`config.mk`:
```
export PLATFORM = sky130hd
export DESIGN_NAME = pccs_config
export DESIGN_NICKNAME = d
export VERILOG_FILES = /design/src/common/pccs_pkg.sv /design/src/verilog/pccs_config.sv
export SDC_FILE = /design/constraint.sdc
export NUM_CORES = 1
export LEC_CHECK = 0
export BUFFER_PORTS_ARGS = -buffer_cell sky130_fd_sc_hd__buf_2
export CAP_MARGIN = 0
export CORE_UTILIZATION = 54
export DETAILED_ROUTE_END_ITERATION = 8
export PLACE_DENSITY = 0.94
export SETUP_SLACK_MARGIN = 0.4
export SLEW_MARGIN = 10
export SYNTH_ARGS = -nofsm -noshare
export SYNTH_HDL_FRONTEND = slang
export SYNTH_SLANG_ARGS = --single-unit
```
`constraint.sdc`:
```
create_clock -name i_ref_clk -period 3 [get_ports i_ref_clk]
set_input_delay 0.3 -clock i_ref_clk [delete_from_list [all_inputs] [get_ports i_ref_clk]]
set_output_delay 0.3 -clock i_ref_clk [all_outputs]
set_load 0.03 [all_outputs]
```
`src/common/pccs_pkg.sv`:
```
// Shared constants and types of the protocol controller configuration bank.
package pccs_pkg;

  // Register byte offsets on the AXI4-Lite bus.
  localparam logic [7:0] ADDR_SETUP_DELAY = 8'h00;
  localparam logic [7:0] ADDR_PARITY_CTRL = 8'h04;
  localparam logic [7:0] ADDR_INT_MASK    = 8'h08;
  localparam logic [7:0] ADDR_CMD_LENGTH  = 8'h0c;
  localparam logic [7:0] ADDR_DMA_MODE    = 8'h10;
  localparam logic [7:0] ADDR_INT_STATUS  = 8'h14;

  // Writable bits of each register; the rest read as zero.
  localparam logic [7:0] MASK_SETUP_DELAY = 8'h0f;
  localparam logic [7:0] MASK_PARITY_CTRL = 8'hfb;
  localparam logic [7:0] MASK_INT_MASK    = 8'hbf;
  localparam logic [7:0] MASK_CMD_LENGTH  = 8'hff;
  localparam logic [7:0] MASK_DMA_MODE    = 8'h30;

  // Values after reset.
  localparam logic [7:0] RST_SETUP_DELAY = 8'h00;
  localparam logic [7:0] RST_PARITY_CTRL = 8'h00;
  localparam logic [7:0] RST_INT_MASK    = 8'h00;
  localparam logic [7:0] RST_CMD_LENGTH  = 8'h00;
  localparam logic [7:0] RST_DMA_MODE    = 8'h00;

  // Field positions.
  localparam int INT_MASTER_BIT = 7;
  localparam int INT_GROUPS     = 6;
  localparam int DMA_WIDE_BIT   = 5;
  localparam int DMA_BURST_BIT  = 4;
  localparam int GRP6_LSB       = 0;
  localparam int GRP7_LSB       = 4;

  // Setup delay code zero stands for this many cycles.
  localparam logic [4:0] SETUP_ZERO_CYCLES = 5'h10;

  localparam logic [1:0] RESP_OKAY   = 2'h0;
  localparam logic [1:0] RESP_SLVERR = 2'h2;

  // Bit layout matches the parity control register, bit 7 first.
  typedef struct packed {
    logic scsi_chk;
    logic scsi_gen;
    logic odd;
    logic host_chk;
    logic host_gen;
    logic unused;
    logic dma_chk;
    logic dma_gen;
  } pccs_par_cfg_s;

  // Parity enables handed to the data paths.
  typedef struct packed {
    logic scsi_chk;
    logic scsi_gen;
    logic host_chk;
    logic host_gen;
    logic dma_chk;
    logic dma_gen;
    logic odd;
  } pccs_par_en_s;

  typedef enum logic [2:0] {
    PH_DATA_OUT,
    PH_DATA_IN,
    PH_COMMAND,
    PH_STATUS,
    PH_MSG_OUT,
    PH_MSG_IN,
    PH_NONE
  } pccs_phase_e;

endpackage : pccs_pkg

```
`src/verilog/pccs_config.sv`:
```
// Configuration register bank with setup timer, parity gating and DMA handshake.
//
// Contract
// - Target: wait programmed cycles from data to request strobe; code 0 is 16.
// - Initiator: same programmed wait from data to acknowledge strobe.
// - No parity checking before apply-configuration loads the parity setup.
// - Bus check bit enables checks on phases chosen by initiator or target role.
// - Bus generate bit acts only in data phases, both directions.
// - System parity type bit: one is odd, zero is even, host and DMA.
// - Host check bit checks register writes and program-transfer data traffic.
// - Host generate bit for program data; register reads generate unless a register write is flagged too.
// - DMA check bit checks DMA data in both directions during DMA phases.
// - DMA generate bit generates parity on DMA data in DMA phases.
// - External bus accesses get no parity check nor generation.
// - Master enable bit gates interrupt output; clear masks every cause.
// - Enable bit k, k 0 to 5, masks codes whose top three bits equal k; groups 6 and 7 never interrupt.
// - Every interrupt code is recorded in status even when masked.
// - Low nibble n gives group 6 length 2n bytes; zero is unspecified.
// - High nibble gives group 7 length, same encoding.
// - DMA width bit set is 16-bit path, clear is 8-bit.
// - Burst mode holds request while transfer possible; else handshake.
// - To controller: present data, raise request, drop it on acknowledge.
// - From controller: raise request, capture data, drop on acknowledge.
// - Next request waits until previous acknowledge is negated.
`timescale 1ns/1ps
`default_nettype none

module pccs_config (
  input  wire logic                 i_ref_clk,
  input  wire logic                 i_rst,
  input  wire logic                 i_ce,
  // AXI4-Lite slave.
  input  wire logic [31:0]          i_awaddr,
  input  wire logic                 i_awvalid,
  output logic                      o_awready,
  input  wire logic [31:0]          i_wdata,
  input  wire logic [3:0]           i_wstrb,
  input  wire logic                 i_wvalid,
  output logic                      o_wready,
  output logic [1:0]                o_bresp,
  output logic                      o_bvalid,
  input  wire logic                 i_bready,
  input  wire logic [31:0]          i_araddr,
  input  wire logic                 i_arvalid,
  output logic                      o_arready,
  output logic [31:0]               o_rdata,
  output logic [1:0]                o_rresp,
  output logic                      o_rvalid,
  input  wire logic                 i_rready,
  // Asynchronous transfer setup timer.
  input  wire logic                 i_async_start,
  input  wire logic                 i_async_release,
  input  wire logic                 i_is_initiator,
  output logic                      o_async_req,
  output logic                      o_async_ack,
  // Parity configuration and context.
  input  wire logic                 i_apply_config,
  input  wire pccs_pkg::pccs_phase_e i_phase,
  input  wire logic                 i_ext_bus_access,
  input  wire logic                 i_host_reg_write,
  input  wire logic                 i_host_reg_read,
  input  wire logic                 i_pio_data_access,
  input  wire logic                 i_dma_data_phase,
  output pccs_pkg::pccs_par_en_s    o_par_en,
  // Interrupt codes and output.
  input  wire logic [7:0]           i_int_code,
  input  wire logic                 i_int_valid,
  output logic                      o_int,
  // Vendor command lengths in bytes, zero when unspecified.
  output logic [4:0]                o_grp6_len,
  output logic [4:0]                o_grp7_len,
  // DMA handshake.
  input  wire logic                 i_dma_possible,
  input  wire logic                 i_dma_to_ctrl,
  input  wire logic [15:0]          i_dma_tx_data,
  input  wire logic [15:0]          i_dma_rx_pins,
  input  wire logic                 i_dma_ack_n,
  output logic                      o_dma_req,
  output logic [15:0]               o_dma_data,
  output logic                      o_dma_data_oe,
  output logic [15:0]               o_dma_rx_data,
  output logic                      o_dma_item_done,
  output logic                      o_dma_wide
);

  typedef enum logic [1:0] {
    DH_IDLE,
    DH_SETUP,
    DH_REQ,
    DH_WAIT_NEG
  } pccs_dh_e;

  function automatic logic pccs_mapped(input logic [31:0] a);
    pccs_mapped = (a[31:8] == 24'h000000) &&
                  (a[7:0] == pccs_pkg::ADDR_SETUP_DELAY ||
                   a[7:0] == pccs_pkg::ADDR_PARITY_CTRL ||
                   a[7:0] == pccs_pkg::ADDR_INT_MASK    ||
                   a[7:0] == pccs_pkg::ADDR_CMD_LENGTH  ||
                   a[7:0] == pccs_pkg::ADDR_DMA_MODE    ||
                   a[7:0] == pccs_pkg::ADDR_INT_STATUS);
  endfunction : pccs_mapped

  function automatic logic [4:0] pccs_cmd_len(input logic [3:0] f);
    pccs_cmd_len = {f, 1'b0};
  endfunction : pccs_cmd_len

  logic [7:0]  setup_r, parity_r, int_mask_r, cmd_len_r, dma_mode_r;
  logic        aw_full_r, w_full_r;
  logic [31:0] aw_addr_r;
  logic [7:0]  w_byte_r;
  logic        w_lane0_r;
  logic        wr_go;
  logic [7:0]  wr_off;

  // ---------------- AXI4-Lite slave ----------------
  // Address and data are parked separately so they may arrive in any order.
  assign o_awready = !aw_full_r && !o_bvalid;
  assign o_wready  = !w_full_r && !o_bvalid;
  assign o_arready = !o_rvalid;
  assign wr_go     = aw_full_r && w_full_r && !o_bvalid;
  assign wr_off    = aw_addr_r[7:0];

  always_ff @(posedge i_ref_clk) begin
    if (i_rst) begin
      aw_full_r <= 1'b0;
      aw_addr_r <= 32'h00000000;
    end else if (i_ce) begin
      if (i_awvalid && o_awready) begin
        aw_full_r <= 1'b1;
        aw_addr_r <= i_awaddr;
      end else if (wr_go) begin
        aw_full_r <= 1'b0;
      end
    end
  end

  always_ff @(posedge i_ref_clk) begin
    if (i_rst) begin
      w_full_r  <= 1'b0;
      w_byte_r  <= 8'h00;
      w_lane0_r <= 1'b0;
    end else if (i_ce) begin
      if (i_wvalid && o_wready) begin
        w_full_r  <= 1'b1;
        w_byte_r  <= i_wdata[7:0];
        w_lane0_r <= i_wstrb[0];
      end else if (wr_go) begin
        w_full_r <= 1'b0;
      end
    end
  end

  always_ff @(posedge i_ref_clk) begin
    if (i_rst) begin
      o_bvalid <= 1'b0;
      o_bresp  <= pccs_pkg::RESP_OKAY;
    end else if (i_ce) begin
      if (wr_go) begin
        o_bvalid <= 1'b1;
        o_bresp  <= pccs_mapped(aw_addr_r) ? pccs_pkg::RESP_OKAY
                                           : pccs_pkg::RESP_SLVERR;
      end else if (i_bready) begin
        o_bvalid <= 1'b0;
      end
    end
  end

  // Only byte lane 0 carries register bits, so only its strobe matters.
  always_ff @(posedge i_ref_clk) begin
    if (i_rst) begin
      setup_r    <= pccs_pkg::RST_SETUP_DELAY;
      parity_r   <= pccs_pkg::RST_PARITY_CTRL;
      int_mask_r <= pccs_pkg::RST_INT_MASK;
      cmd_len_r  <= pccs_pkg::RST_CMD_LENGTH;
      dma_mode_r <= pccs_pkg::RST_DMA_MODE;
    end else if (i_ce && wr_go && w_lane0_r &&
                 aw_addr_r[31:8] == 24'h000000) begin
      case (wr_off)
        pccs_pkg::ADDR_SETUP_DELAY:
          setup_r <= w_byte_r & pccs_pkg::MASK_SETUP_DELAY;
        pccs_pkg::ADDR_PARITY_CTRL:
          parity_r <= w_byte_r & pccs_pkg::MASK_PARITY_CTRL;
        pccs_pkg::ADDR_INT_MASK:
          int_mask_r <= w_byte_r & pccs_pkg::MASK_INT_MASK;
        pccs_pkg::ADDR_CMD_LENGTH:
          cmd_len_r <= w_byte_r & pccs_pkg::MASK_CMD_LENGTH;
        pccs_pkg::ADDR_DMA_MODE:
          dma_mode_r <= w_byte_r & pccs_pkg::MASK_DMA_MODE;
        default: ;
      endcase
    end
  end

  logic [7:0] int_code_r;
  logic       int_pend_r;
  logic [7:0] rd_byte;

  always_comb begin
    case (i_araddr[7:0])
      pccs_pkg::ADDR_SETUP_DELAY: rd_byte = setup_r;
      pccs_pkg::ADDR_PARITY_CTRL: rd_byte = parity_r;
      pccs_pkg::ADDR_INT_MASK:    rd_byte = int_mask_r;
      pccs_pkg::ADDR_CMD_LENGTH:  rd_byte = cmd_len_r;
      pccs_pkg::ADDR_DMA_MODE:    rd_byte = dma_mode_r;
      pccs_pkg::ADDR_INT_STATUS:  rd_byte = int_code_r;
      default:                    rd_byte = 8'h00;
    endcase
  end

  always_ff @(posedge i_ref_clk) begin
    if (i_rst) begin
      o_rvalid <= 1'b0;
      o_rdata  <= 32'h00000000;
      o_rresp  <= pccs_pkg::RESP_OKAY;
    end else if (i_ce) begin
      if (i_arvalid && o_arready) begin
        o_rvalid <= 1'b1;
        o_rdata  <= pccs_mapped(i_araddr) ? {24'h000000, rd_byte}
                                          : 32'h00000000;
        o_rresp  <= pccs_mapped(i_araddr) ? pccs_pkg::RESP_OKAY
                                          : pccs_pkg::RESP_SLVERR;
      end else if (i_rready) begin
        o_rvalid <= 1'b0;
      end
    end
  end

  // ---------------- Asynchronous setup timer ----------------
  logic [4:0] setup_cnt_r;
  logic       strobe_r;
  logic       role_init_r;
  logic [4:0] setup_cycles;

  assign setup_cycles = (setup_r[3:0] == 4'h0) ? pccs_pkg::SETUP_ZERO_CYCLES
                                               : {1'b0, setup_r[3:0]};

  always_ff @(posedge i_ref_clk) begin
    if (i_rst) begin
      setup_cnt_r <= 5'h00;
      strobe_r    <= 1'b0;
      role_init_r <= 1'b0;
    end else if (i_ce) begin
      if (i_async_start) begin
        setup_cnt_r <= setup_cycles;
        strobe_r    <= 1'b0;
        role_init_r <= i_is_initiator;
      end else if (setup_cnt_r != 5'h00) begin
        setup_cnt_r <= setup_cnt_r - 5'h01;
        strobe_r    <= (setup_cnt_r == 5'h01);
      end else if (i_async_release) begin
        strobe_r <= 1'b0;
      end
    end
  end

  assign o_async_req = strobe_r && !role_init_r;
  assign o_async_ack = strobe_r && role_init_r;

  // ---------------- Parity configuration ----------------
  // The register may be rewritten freely; only the apply command makes it live.
  pccs_pkg::pccs_par_cfg_s act_r;
  logic                    par_loaded_r;
  logic                    data_ph, scsi_chk_ph, pio;
  pccs_pkg::pccs_par_en_s  par_nxt;

  always_ff @(posedge i_ref_clk) begin
    if (i_rst) begin
      act_r        <= pccs_pkg::pccs_par_cfg_s'(pccs_pkg::RST_PARITY_CTRL);
      par_loaded_r <= 1'b0;
    end else if (i_ce && i_apply_config) begin
      act_r        <= pccs_pkg::pccs_par_cfg_s'(parity_r);
      par_loaded_r <= 1'b1;
    end
  end

  assign data_ph = (i_phase == pccs_pkg::PH_DATA_IN) ||
                   (i_phase == pccs_pkg::PH_DATA_OUT);
  assign pio     = i_pio_data_access && data_ph;

  always_comb begin
    if (i_is_initiator) begin
      scsi_chk_ph = data_ph || (i_phase == pccs_pkg::PH_MSG_IN) ||
                    (i_phase == pccs_pkg::PH_STATUS);
    end else begin
      scsi_chk_ph = data_ph || (i_phase == pccs_pkg::PH_MSG_OUT) ||
                    (i_phase == pccs_pkg::PH_COMMAND);
    end
    par_nxt.scsi_chk = par_loaded_r && act_r.scsi_chk && scsi_chk_ph;
    par_nxt.scsi_gen = act_r.scsi_gen && data_ph;
    par_nxt.host_chk = par_loaded_r && act_r.host_chk &&
                       (i_host_reg_write || pio);
    par_nxt.host_gen = (act_r.host_gen && pio) ||
                       (i_host_reg_read && !i_host_reg_write);
    par_nxt.dma_chk  = par_loaded_r && act_r.dma_chk &&
                       i_dma_data_phase;
    par_nxt.dma_gen  = act_r.dma_gen && i_dma_data_phase;
    par_nxt.odd      = act_r.odd;
    if (i_ext_bus_access) begin
      par_nxt = '{default: 1'b0, odd: act_r.odd};
    end
  end

  always_ff @(posedge i_ref_clk) begin
    if (i_rst) begin
      o_par_en <= '0;
    end else if (i_ce) begin
      o_par_en <= par_nxt;
    end
  end

  // ---------------- Interrupt status and masking ----------------
  logic st_read;
  logic [2:0] grp;

  assign st_read = i_arvalid && o_arready &&
                   i_araddr[7:0] == pccs_pkg::ADDR_INT_STATUS;

  // A new code in the cycle of a status read stays pending: set beats clear.
  always_ff @(posedge i_ref_clk) begin
    if (i_rst) begin
      int_code_r <= 8'h00;
      int_pend_r <= 1'b0;
    end else if (i_ce) begin
      if (i_int_valid) begin
        int_code_r <= i_int_code;
        int_pend_r <= 1'b1;
      end else if (st_read) begin
        int_pend_r <= 1'b0;
      end
    end
  end

  assign grp   = int_code_r[7:5];
  assign o_int = int_pend_r && int_mask_r[pccs_pkg::INT_MASTER_BIT] &&
                 grp < 3'(pccs_pkg::INT_GROUPS) && int_mask_r[grp];

  // ---------------- Command lengths and DMA mode ----------------
  assign o_grp6_len = pccs_cmd_len(cmd_len_r[pccs_pkg::GRP6_LSB +: 4]);
  assign o_grp7_len = pccs_cmd_len(cmd_len_r[pccs_pkg::GRP7_LSB +: 4]);
  assign o_dma_wide = dma_mode_r[pccs_pkg::DMA_WIDE_BIT];

  // ---------------- DMA handshake ----------------
  logic        ack_s1_r, ack_s2_r;
  logic [15:0] rx_s1_r, rx_s2_r;
  logic        dack;
  logic        burst;
  logic        hs_req_r;
  pccs_dh_e    dh_r;

  // Pins from the controller are raw asynchronous inputs.
  always_ff @(posedge i_ref_clk) begin
    if (i_rst) begin
      ack_s1_r <= 1'b1;
      ack_s2_r <= 1'b1;
      rx_s1_r  <= 16'h0000;
      rx_s2_r  <= 16'h0000;
    end else if (i_ce) begin
      ack_s1_r <= i_dma_ack_n;
      ack_s2_r <= ack_s1_r;
      rx_s1_r  <= i_dma_rx_pins;
      rx_s2_r  <= rx_s1_r;
    end
  end

  assign dack  = !ack_s2_r;
  assign burst = dma_mode_r[pccs_pkg::DMA_BURST_BIT];

  always_ff @(posedge i_ref_clk) begin
    if (i_rst) begin
      dh_r            <= DH_IDLE;
      hs_req_r        <= 1'b0;
      o_dma_data      <= 16'h0000;
      o_dma_data_oe   <= 1'b0;
      o_dma_rx_data   <= 16'h0000;
      o_dma_item_done <= 1'b0;
    end else if (i_ce) begin
      o_dma_item_done <= 1'b0;
      case (dh_r)
        DH_IDLE: begin
          if (i_dma_possible && !burst && !dack) begin
            if (i_dma_to_ctrl) begin
              o_dma_data    <= i_dma_tx_data;
              o_dma_data_oe <= 1'b1;
              dh_r          <= DH_SETUP;
            end else begin
              o_dma_data_oe <= 1'b0;
              hs_req_r      <= 1'b1;
              dh_r          <= DH_REQ;
            end
          end
        end
        DH_SETUP: begin
          hs_req_r <= 1'b1;
          dh_r     <= DH_REQ;
        end
        DH_REQ: begin
          if (dack) begin
            hs_req_r        <= 1'b0;
            o_dma_item_done <= 1'b1;
            if (!o_dma_data_oe) begin
              o_dma_rx_data <= rx_s2_r;
            end
            dh_r <= DH_WAIT_NEG;
          end
        end
        DH_WAIT_NEG: begin
          o_dma_data_oe <= 1'b0;
          if (!dack) begin
            dh_r <= DH_IDLE;
          end
        end
        default: begin
          dh_r     <= DH_IDLE;
          hs_req_r <= 1'b0;
        end
      endcase
    end
  end

  // Burst mode bypasses the per-item handshake entirely.
  assign o_dma_req = burst ? i_dma_possible : hs_req_r;

  // ---------------- Assertions ----------------
  logic [4:0] since_start_r;
  logic [4:0] expect_r;

  always_ff @(posedge i_ref_clk) begin
    if (i_rst) begin
      since_start_r <= 5'h00;
      expect_r      <= 5'h00;
    end else if (i_ce) begin
      if (i_async_start) begin
        since_start_r <= 5'h00;
        expect_r      <= setup_cycles;
      end else if (since_start_r != 5'h1f) begin
        since_start_r <= since_start_r + 5'h01;
      end
    end
  end
endmodule : pccs_config

`default_nettype wire

```
### After elaboration in Yosys (flattened, before gate mapping)

Cells that the tools add are included.

| operators by class | value |
|---|---|
| order comparisons | 2 |
| reduce and logical (&&, ||, !) cells | 96 |
| add/subtract/negate cells | 1 |
| equality and inequality tests | 23 |
| bitwise logic cells | 2 |
| multiplexer cells | 38 |

Operators by type and width:

| cell | count |
|---|---|
| logical NOT 24 bit | 2 |
| one-hot mux 8 bit (6 select lines) | 1 |
| AND reduction 2 bit | 18 |
| == test 8 x 4 -> 1 bit, second input constant | 4 |
| == test 8 x 5 -> 1 bit, second input constant | 4 |
| logical AND 1 bit | 32 |
| two-way mux 1 bit | 22 |
| logical OR 1 bit | 17 |
| == test 8 x 3 -> 1 bit, second input constant | 2 |
| logical NOT 8 bit | 2 |
| two-way mux 5 bit | 3 |
| nonzero test 2 bit | 7 |
| two-way mux 2 bit | 6 |
| AND reduction 4 bit | 3 |
| two-way mux 8 bit | 1 |
| inequality test 2 bit, second input constant | 4 |
| one-hot mux 2 bit (4 select lines) | 1 |
| logical NOT 1 bit | 7 |
| two-way mux 7 bit | 1 |
| == test 3 x 2 -> 1 bit, second input constant | 2 |
| == test 3 bit, second input constant | 2 |
| nonzero test 3 bit | 2 |
| == test 5 x 1 -> 1 bit, second input constant | 1 |
| AND reduction 5 bit | 1 |
| other kinds (15) | 17 |

| storage, ports and cells | value |
|---|---|
| register bits | 211 |

### Logic depth before layout (Yosys ltp)

| depth | value |
|---|---|
| depth after elaboration | 8 |
| mapped depth | 7 |

### Worst setup path after synthesis

Ideal clock, no wire load.

| path | value |
|---|---|
| path kind | flip-flop to flip-flop |
| start point | register o_bvalid |
| end point | register cmd_len_r[3] |
| cell stages (with the launch flop) | 7 |
| arrival | 1.600 ns |
| setup slack | 1.278 ns |
| setup time | 0.121 ns |
| data required time | 2.879 ns |
| cells stage by stage | dfxtp_1 -> and4b_1 -> and4_1 -> buf_2 -> and4_1 -> buf_4 -> mux2i_1 |

| between the ends | value |
|---|---|
| word-level cells in the longest chain between the ends | 6 |

Ends and longest elaborated chain:

| element | line | RTL |
|---|---|---|
| start: declaration | pccs_config.sv:41 | `output logic o_bvalid,` |
| start signal: assignment | pccs_config.sv:155 | `o_bvalid <= 1'b0;` |
| start signal: assignment | pccs_config.sv:159 | `o_bvalid <= 1'b1;` |
| start signal: assignment | pccs_config.sv:163 | `o_bvalid <= 1'b0;` |
| logical NOT 1 bit | pccs_config.sv:120 | `assign wr_go = aw_full_r && w_full_r && !o_bvalid;` |
| logical AND 1 bit | pccs_config.sv:120 |  |
| logical AND 1 bit (3 in series) | pccs_config.sv:176 | `end else if (i_ce && wr_go && w_lane0_r &&` |
| AND reduction 2 bit (no line) | n/a |  |
| end signal: assignment | pccs_config.sv:174 | `cmd_len_r <= pccs_pkg::RST_CMD_LENGTH;` |
| end signal: assignment | pccs_config.sv:186 | `cmd_len_r <= w_byte_r & pccs_pkg::MASK_CMD_LENGTH;` |
| end: declaration | pccs_config.sv:107 | `logic [7:0] setup_r, parity_r, int_mask_r, cmd_len_r, dma_mode_r;` |

No other way between the ends.
A chain may end at the register's enable or synchronous reset.

### Worst setup path in the final report

| path | value |
|---|---|
| start point | register int_code_r[5] |
| end point | output port o_int |

| between the ends | value |
|---|---|
| word-level cells in the longest chain between the ends | 3 |
| elaborated cells on any way between the ends | 5 |
| classes of those cells | order compare (1); mux (2); reduce/logical (2) |

Ends and longest elaborated chain:

| element | line | RTL |
|---|---|---|
| start: declaration | pccs_config.sv:194 | `logic [7:0] int_code_r;` |
| start signal: assignment | pccs_config.sv:325 | `int_code_r <= i_int_code;` |
| binary-select mux 1 bit (select 3 bit) or less-than comparator 3 bit (tied branches) | pccs_config.sv:335 | `grp < 3'(pccs_pkg::INT_GROUPS) && int_mask_r[grp];` |
| two-way mux 1 bit (implied by the code) or logical AND 1 bit (tied branches) | pccs_config.sv:335, pccs_config.sv:334 |  |
| logical AND 1 bit (*) | pccs_config.sv:335 |  |
| end: declaration | pccs_config.sv:68 | `output logic o_int,` |

Every way passes the cells marked *; elsewhere a longest branch is shown, timed or not. The select of a mux whose other input is x is not followed.

==> results.txt <==
- Status: completed
* Number of filler cells placed in the layout: 1094
- Ys async rst share: 0%
- The core region is 0.01399 sq mm.
* Beginning of the worst register-to-register path: aw_addr_r[8]$_SDFFE_PP0P_
- Wire length on met2: 8952 microns
- Period minus WS final: 2.111 ns
- For this run, the leading register cell type out of synthesis is dfxtp_1.
- Capture instance of the worst register-to-register path: cmd_len_r[7]$_SDFFE_PP0P_
* Category of the critical setup timing path: flip-flop to primary output
* Register Area: 0.003704 sq mm
* Cell area after placement: 0.008763 sq mm
- Total routing resource utilization after global routing: 24.22%
* Worst ir drop on vdd: 0.0005422 V
* Dominant cells by area after synthesis: dfxtp_1 48%, nand2_1 11%, mux2i_1 9.3%, a21oi_1 6.7%, buf_4 2.9%
* Number of top-level pins: 261
- For the final database, setup skew stands at 0.007548 ns.
- Largest area contributor in the synthesized netlist: dfxtp_1
* Logic depth of the worst register-to-register path: 4
* Via-to-Cell Ratio: 5.362
- TritonCTS built the clock tree.
- Walking the worst path, the cells encountered are mux4_2 > mux2i_1 > nor2_1 > buf_2.
- Kind of cell adding the most delay to the critical path: multiplexers
- Row Count: 43
- Number of global-route vias before repair: 6086
- In this run the worst setup path begins at int_code_r[5]$_SDFFE_PP0P_.
- Number of enable flip-flop cells after synthesis: 0
- In this run the horizontal extent of the chip is 122.1 microns.
- Commonest non-fill, non-tap cell in the layout: nand2_1
- Post-CTS timing repair inserted 0 buffers for setup.
* Hold-critical path depth: 3
- Summed over all layers, the routed wires come to 18050 microns.
* Area of the die: 0.01491 sq mm
* Wire length of the first global-routing pass: 28480 microns
- Setup slack closes at 0.8894 ns.
- The count of nets left with antenna violations once routing finished came out at 0.
* Antenna Diode Count: 0
- Post-layout util: 67.00%
- Cell internal power was estimated by the tool at 4003 uW.
- Per report_power, the clock group accounts for 42.0% of the total.
* Setup repair after global routing missed its margin: false
- Synth unique cells: 53
* Number of maximum-capacitance constraint violations: 0
- In this run the tightest slew margin relative to its limit is 50.25%.
- The largest single stage delay on the critical path is 0.52 ns.
- Post-Synthesis Cells: 896
- Routability cong.: 0.8101
- For this design, the CTS-stage hold fixing added 0 buffers.
- Summed negative setup slack over all endpoints: 0 ns
- Worst path bufs/invs: 1
- The final number of max-transition violations came to 0.
- Worst-skew pair later-pin latency: 0.42 ns
- Buffer levels on the longest clock path: 2
- From bottom edge to top edge, the die measures 122.1 microns.
* First-pass iteration count of the detailed router: 5
- TritonCTS Sinks: 185
* Slew at the pin closest to its max-slew limit: 0.7406 ns
- Clock-pin slew reported for the worst setup and hold paths after clock tree synthesis: 0.07 ns
- Net count, final: 1244
- Layout overhead on the synthesized area: 20.36%
- In this run, the number of DRC markers left after iteration 0 of detailed routing was 457.
- Average wire per cell in the routed design: 14.26 microns
- Worst min-delay path category: input port to flip-flop
- The synthesized design devotes to its leading area cell type 47.56% of total area.
- For this design the total switching power over the nets is 1412 uW.
- The detailed router used layers up to and including met5.
- Setup violations remaining at the end of the flow were counted as 0.
* Number of antenna violations at the first check in global routing: 1
- Minimum setup slack among reg-to-reg paths: 1.01 ns
- Post-CTS repair changed the size of 0 cells.
* Vias: 6788
- The post-route netlist has 24.86% of its cells at a drive strength greater than 1.
- During synthesis, Yosys emitted a total of 0 warnings.
* Pleak: 0.004100 uW
- DRC violations left: 0
- Met3 routed WL: 1033 microns
* Netlist area before placement: 0.007787 sq mm
- After detailed routing, the wire length on met1 is 7629 microns.
- Type of element launching the critical path: flip-flop
* Required @ worst endpoint: 2.70 ns
* Worst Setup End Kind: primary output
- Data on the critical path arrives at its endpoint at 1.81 ns.
* Overall overflow remaining after global route: 0
- Of all nets on the critical path, the largest fanout is 4.
- Period utilisation layout: 70.35%
* Effective utilization at floorplan: 55.67%
* Pin count of the biggest net entering global routing: 65
- Port buffer count: 205
- On the critical path, the stage with the largest delay is an instance of mux4_2.
- Timing analysis after detailed placement gives a worst setup slack of 0.8255 ns.
* Portion of total power attributed to combinational logic: 10.2%
* Sink of the worst hold path: aw_addr_r[31]$_SDFFE_PP0P_
* Switching part of the total: 26.08%
- Origin of the worst min-delay path: i_awaddr[31]
- Power density over cell area: 577.7 mW/mm^2
- Synthesized flop and latch total: 185
* Post-DP HPWL: 12860 microns
* Multi-input logic area: 0.003699 sq mm
* Clock tree root buffer cell: clkbuf_16
- Count of H-tree levels built during CTS: 4
* Power share of the sequential group: 47.8%
- A synthesized cell averages 8.691 sq um.
* Fraction of the yosys area taken by sequential cells: 47.56%
- Highest achievable clock rate: 473.8 MHz
- Most frequent cells in the layout: 230 x nand2_1, 203 x buf_2, 185 x dfxtp_1
- The finished cells cover 0.009373 sq mm.
* Clock buffer count from CTS: 17
- Count of endpoints failing hold in the final timing report: 0
[cells in the mapped netlist (3+ instances only)]
master and instances:
nand2_1 230, dfxtp_1 185, a21oi_1 104, mux2i_1 72, nor2_1 60, clkbuf_1 34, buf_4 30, nand3_1 19
nor4_1 14, buf_2 11, inv_1 11, nor3_1 8, o21ai_0 8, a211oi_2 7, ha_1 7, and4_1 6
buf_1 6, mux2_2 6, a222oi_1 5, a22o_1 5, nand2b_1 5, nand4_1 5, mux4_2 4, nand4b_1 4
a211oi_1 3, a32oi_1 3, and3b_1 3, nand3b_1 3, nor2b_1 3, nor3b_1 3, o2111ai_1 3
[sequential cells by signal, summed over array words and instances (netlist names), 4 cells and up]
signal         cells
setup_cnt_r        5
rx_s2_r           16
rx_s1_r           16
o_par_en           7
o_dma_rx_data     16
setup_r            4
cmd_len_r          8
o_dma_data        16
w_byte_r           8
int_mask_r         7
act_r              7
int_code_r         8
parity_r           7
aw_addr_r         32
o_rdata            8
[power groups by stage]
| stage | combinational [uW] | sequential (uW) | clock (uW) |
|---|---|---|---|
| 5_1_grt | 610 | 2600 | 2420 |
| 4_1_cts | 553 | 2590 | 2300 |
| 2_1_floorplan | 387 | 2650 | 0 |
| 3_5_place_dp | 549 | 2640 | 0 |
| 6_report | 553 | 2590 | 2270 |
| 3_3_place_gp | 533 | 2640 | 0 |
[cell families (layout without fill, tap and decap cells)]
| logic type | count (synthesis) | in the layout | synth area share, % |
|---|---|---|---|
| compound gates | 148 | 148 | 11.62 |
| xor+xnor | 2 | 2 | 0.2250 |
| fa+ha+maj | 7 | 7 | 1.125 |
| buf+inv | 94 | 257 | 6.250 |
| flops | 185 | 185 | 47.56 |
| mux | 82 | 82 | 11.28 |
| other cells | 1 | 28 | 0.04815 |
| simple gates | 377 | 377 | 21.90 |
[worst max-delay path by stage]
| stage | endpoint | slack, ns | cells past startpoint |
|---|---|---|---|
| after floorplan | cmd_len_r[3]$_SDFFE_PP0P_ | 1.28 | 6 |
| after global placement | o_dma_rx_data[0]$_SDFFE_PP0P_ | 0.88 | 5 |
| after detailed placement | o_dma_rx_data[2]$_SDFFE_PP0P_ | 0.83 | 5 |
| after CTS | o_int | 0.88 | 4 |
| after global routing | o_int | 0.78 | 4 |
| final | o_int | 0.89 | 4 |
[final cells by class]
type                       count  share of cell area, %
tap                          180                  2.403
inverter                      12                 0.4806
clock buffer                  17                  4.539
clock inverter                15                  1.962
timing repair buffer         213                  11.64
sequential                   185                  39.51
multi-input combinational    644                  39.46
[layer usage]
| layer | global-route usage, % | vias to the layer above |
|---|---|---|
| met4 | 10.14 | 2 |
| met2 | 40.78 | 233 |
| met3 | 5.852 | 37 |
| met5 | 0 | - |
| li1 | - | 3368 |
| met1 | 29.47 | 3148 |
[worst min-delay path, cell delays in order]
cell	delay, ns
buf_2	0.09
nand2_1	0.04
a21oi_1	0.05
[through the flow]
stage / total power (uW) / std cells / hold slack (ns)
global placement: 3170 / 1234 / 0.4387
global route: 5622 / 1266 / 0.09321
floorplan: 3039 / 923 / 0.4284
finish: 5415 / 1266 / 0.1051
CTS: 5445 / 1266 / 0.09190
detailed placement: 3191 / 1234 / 0.4437
No activity file was read; power rests on OpenSTA's default activity.
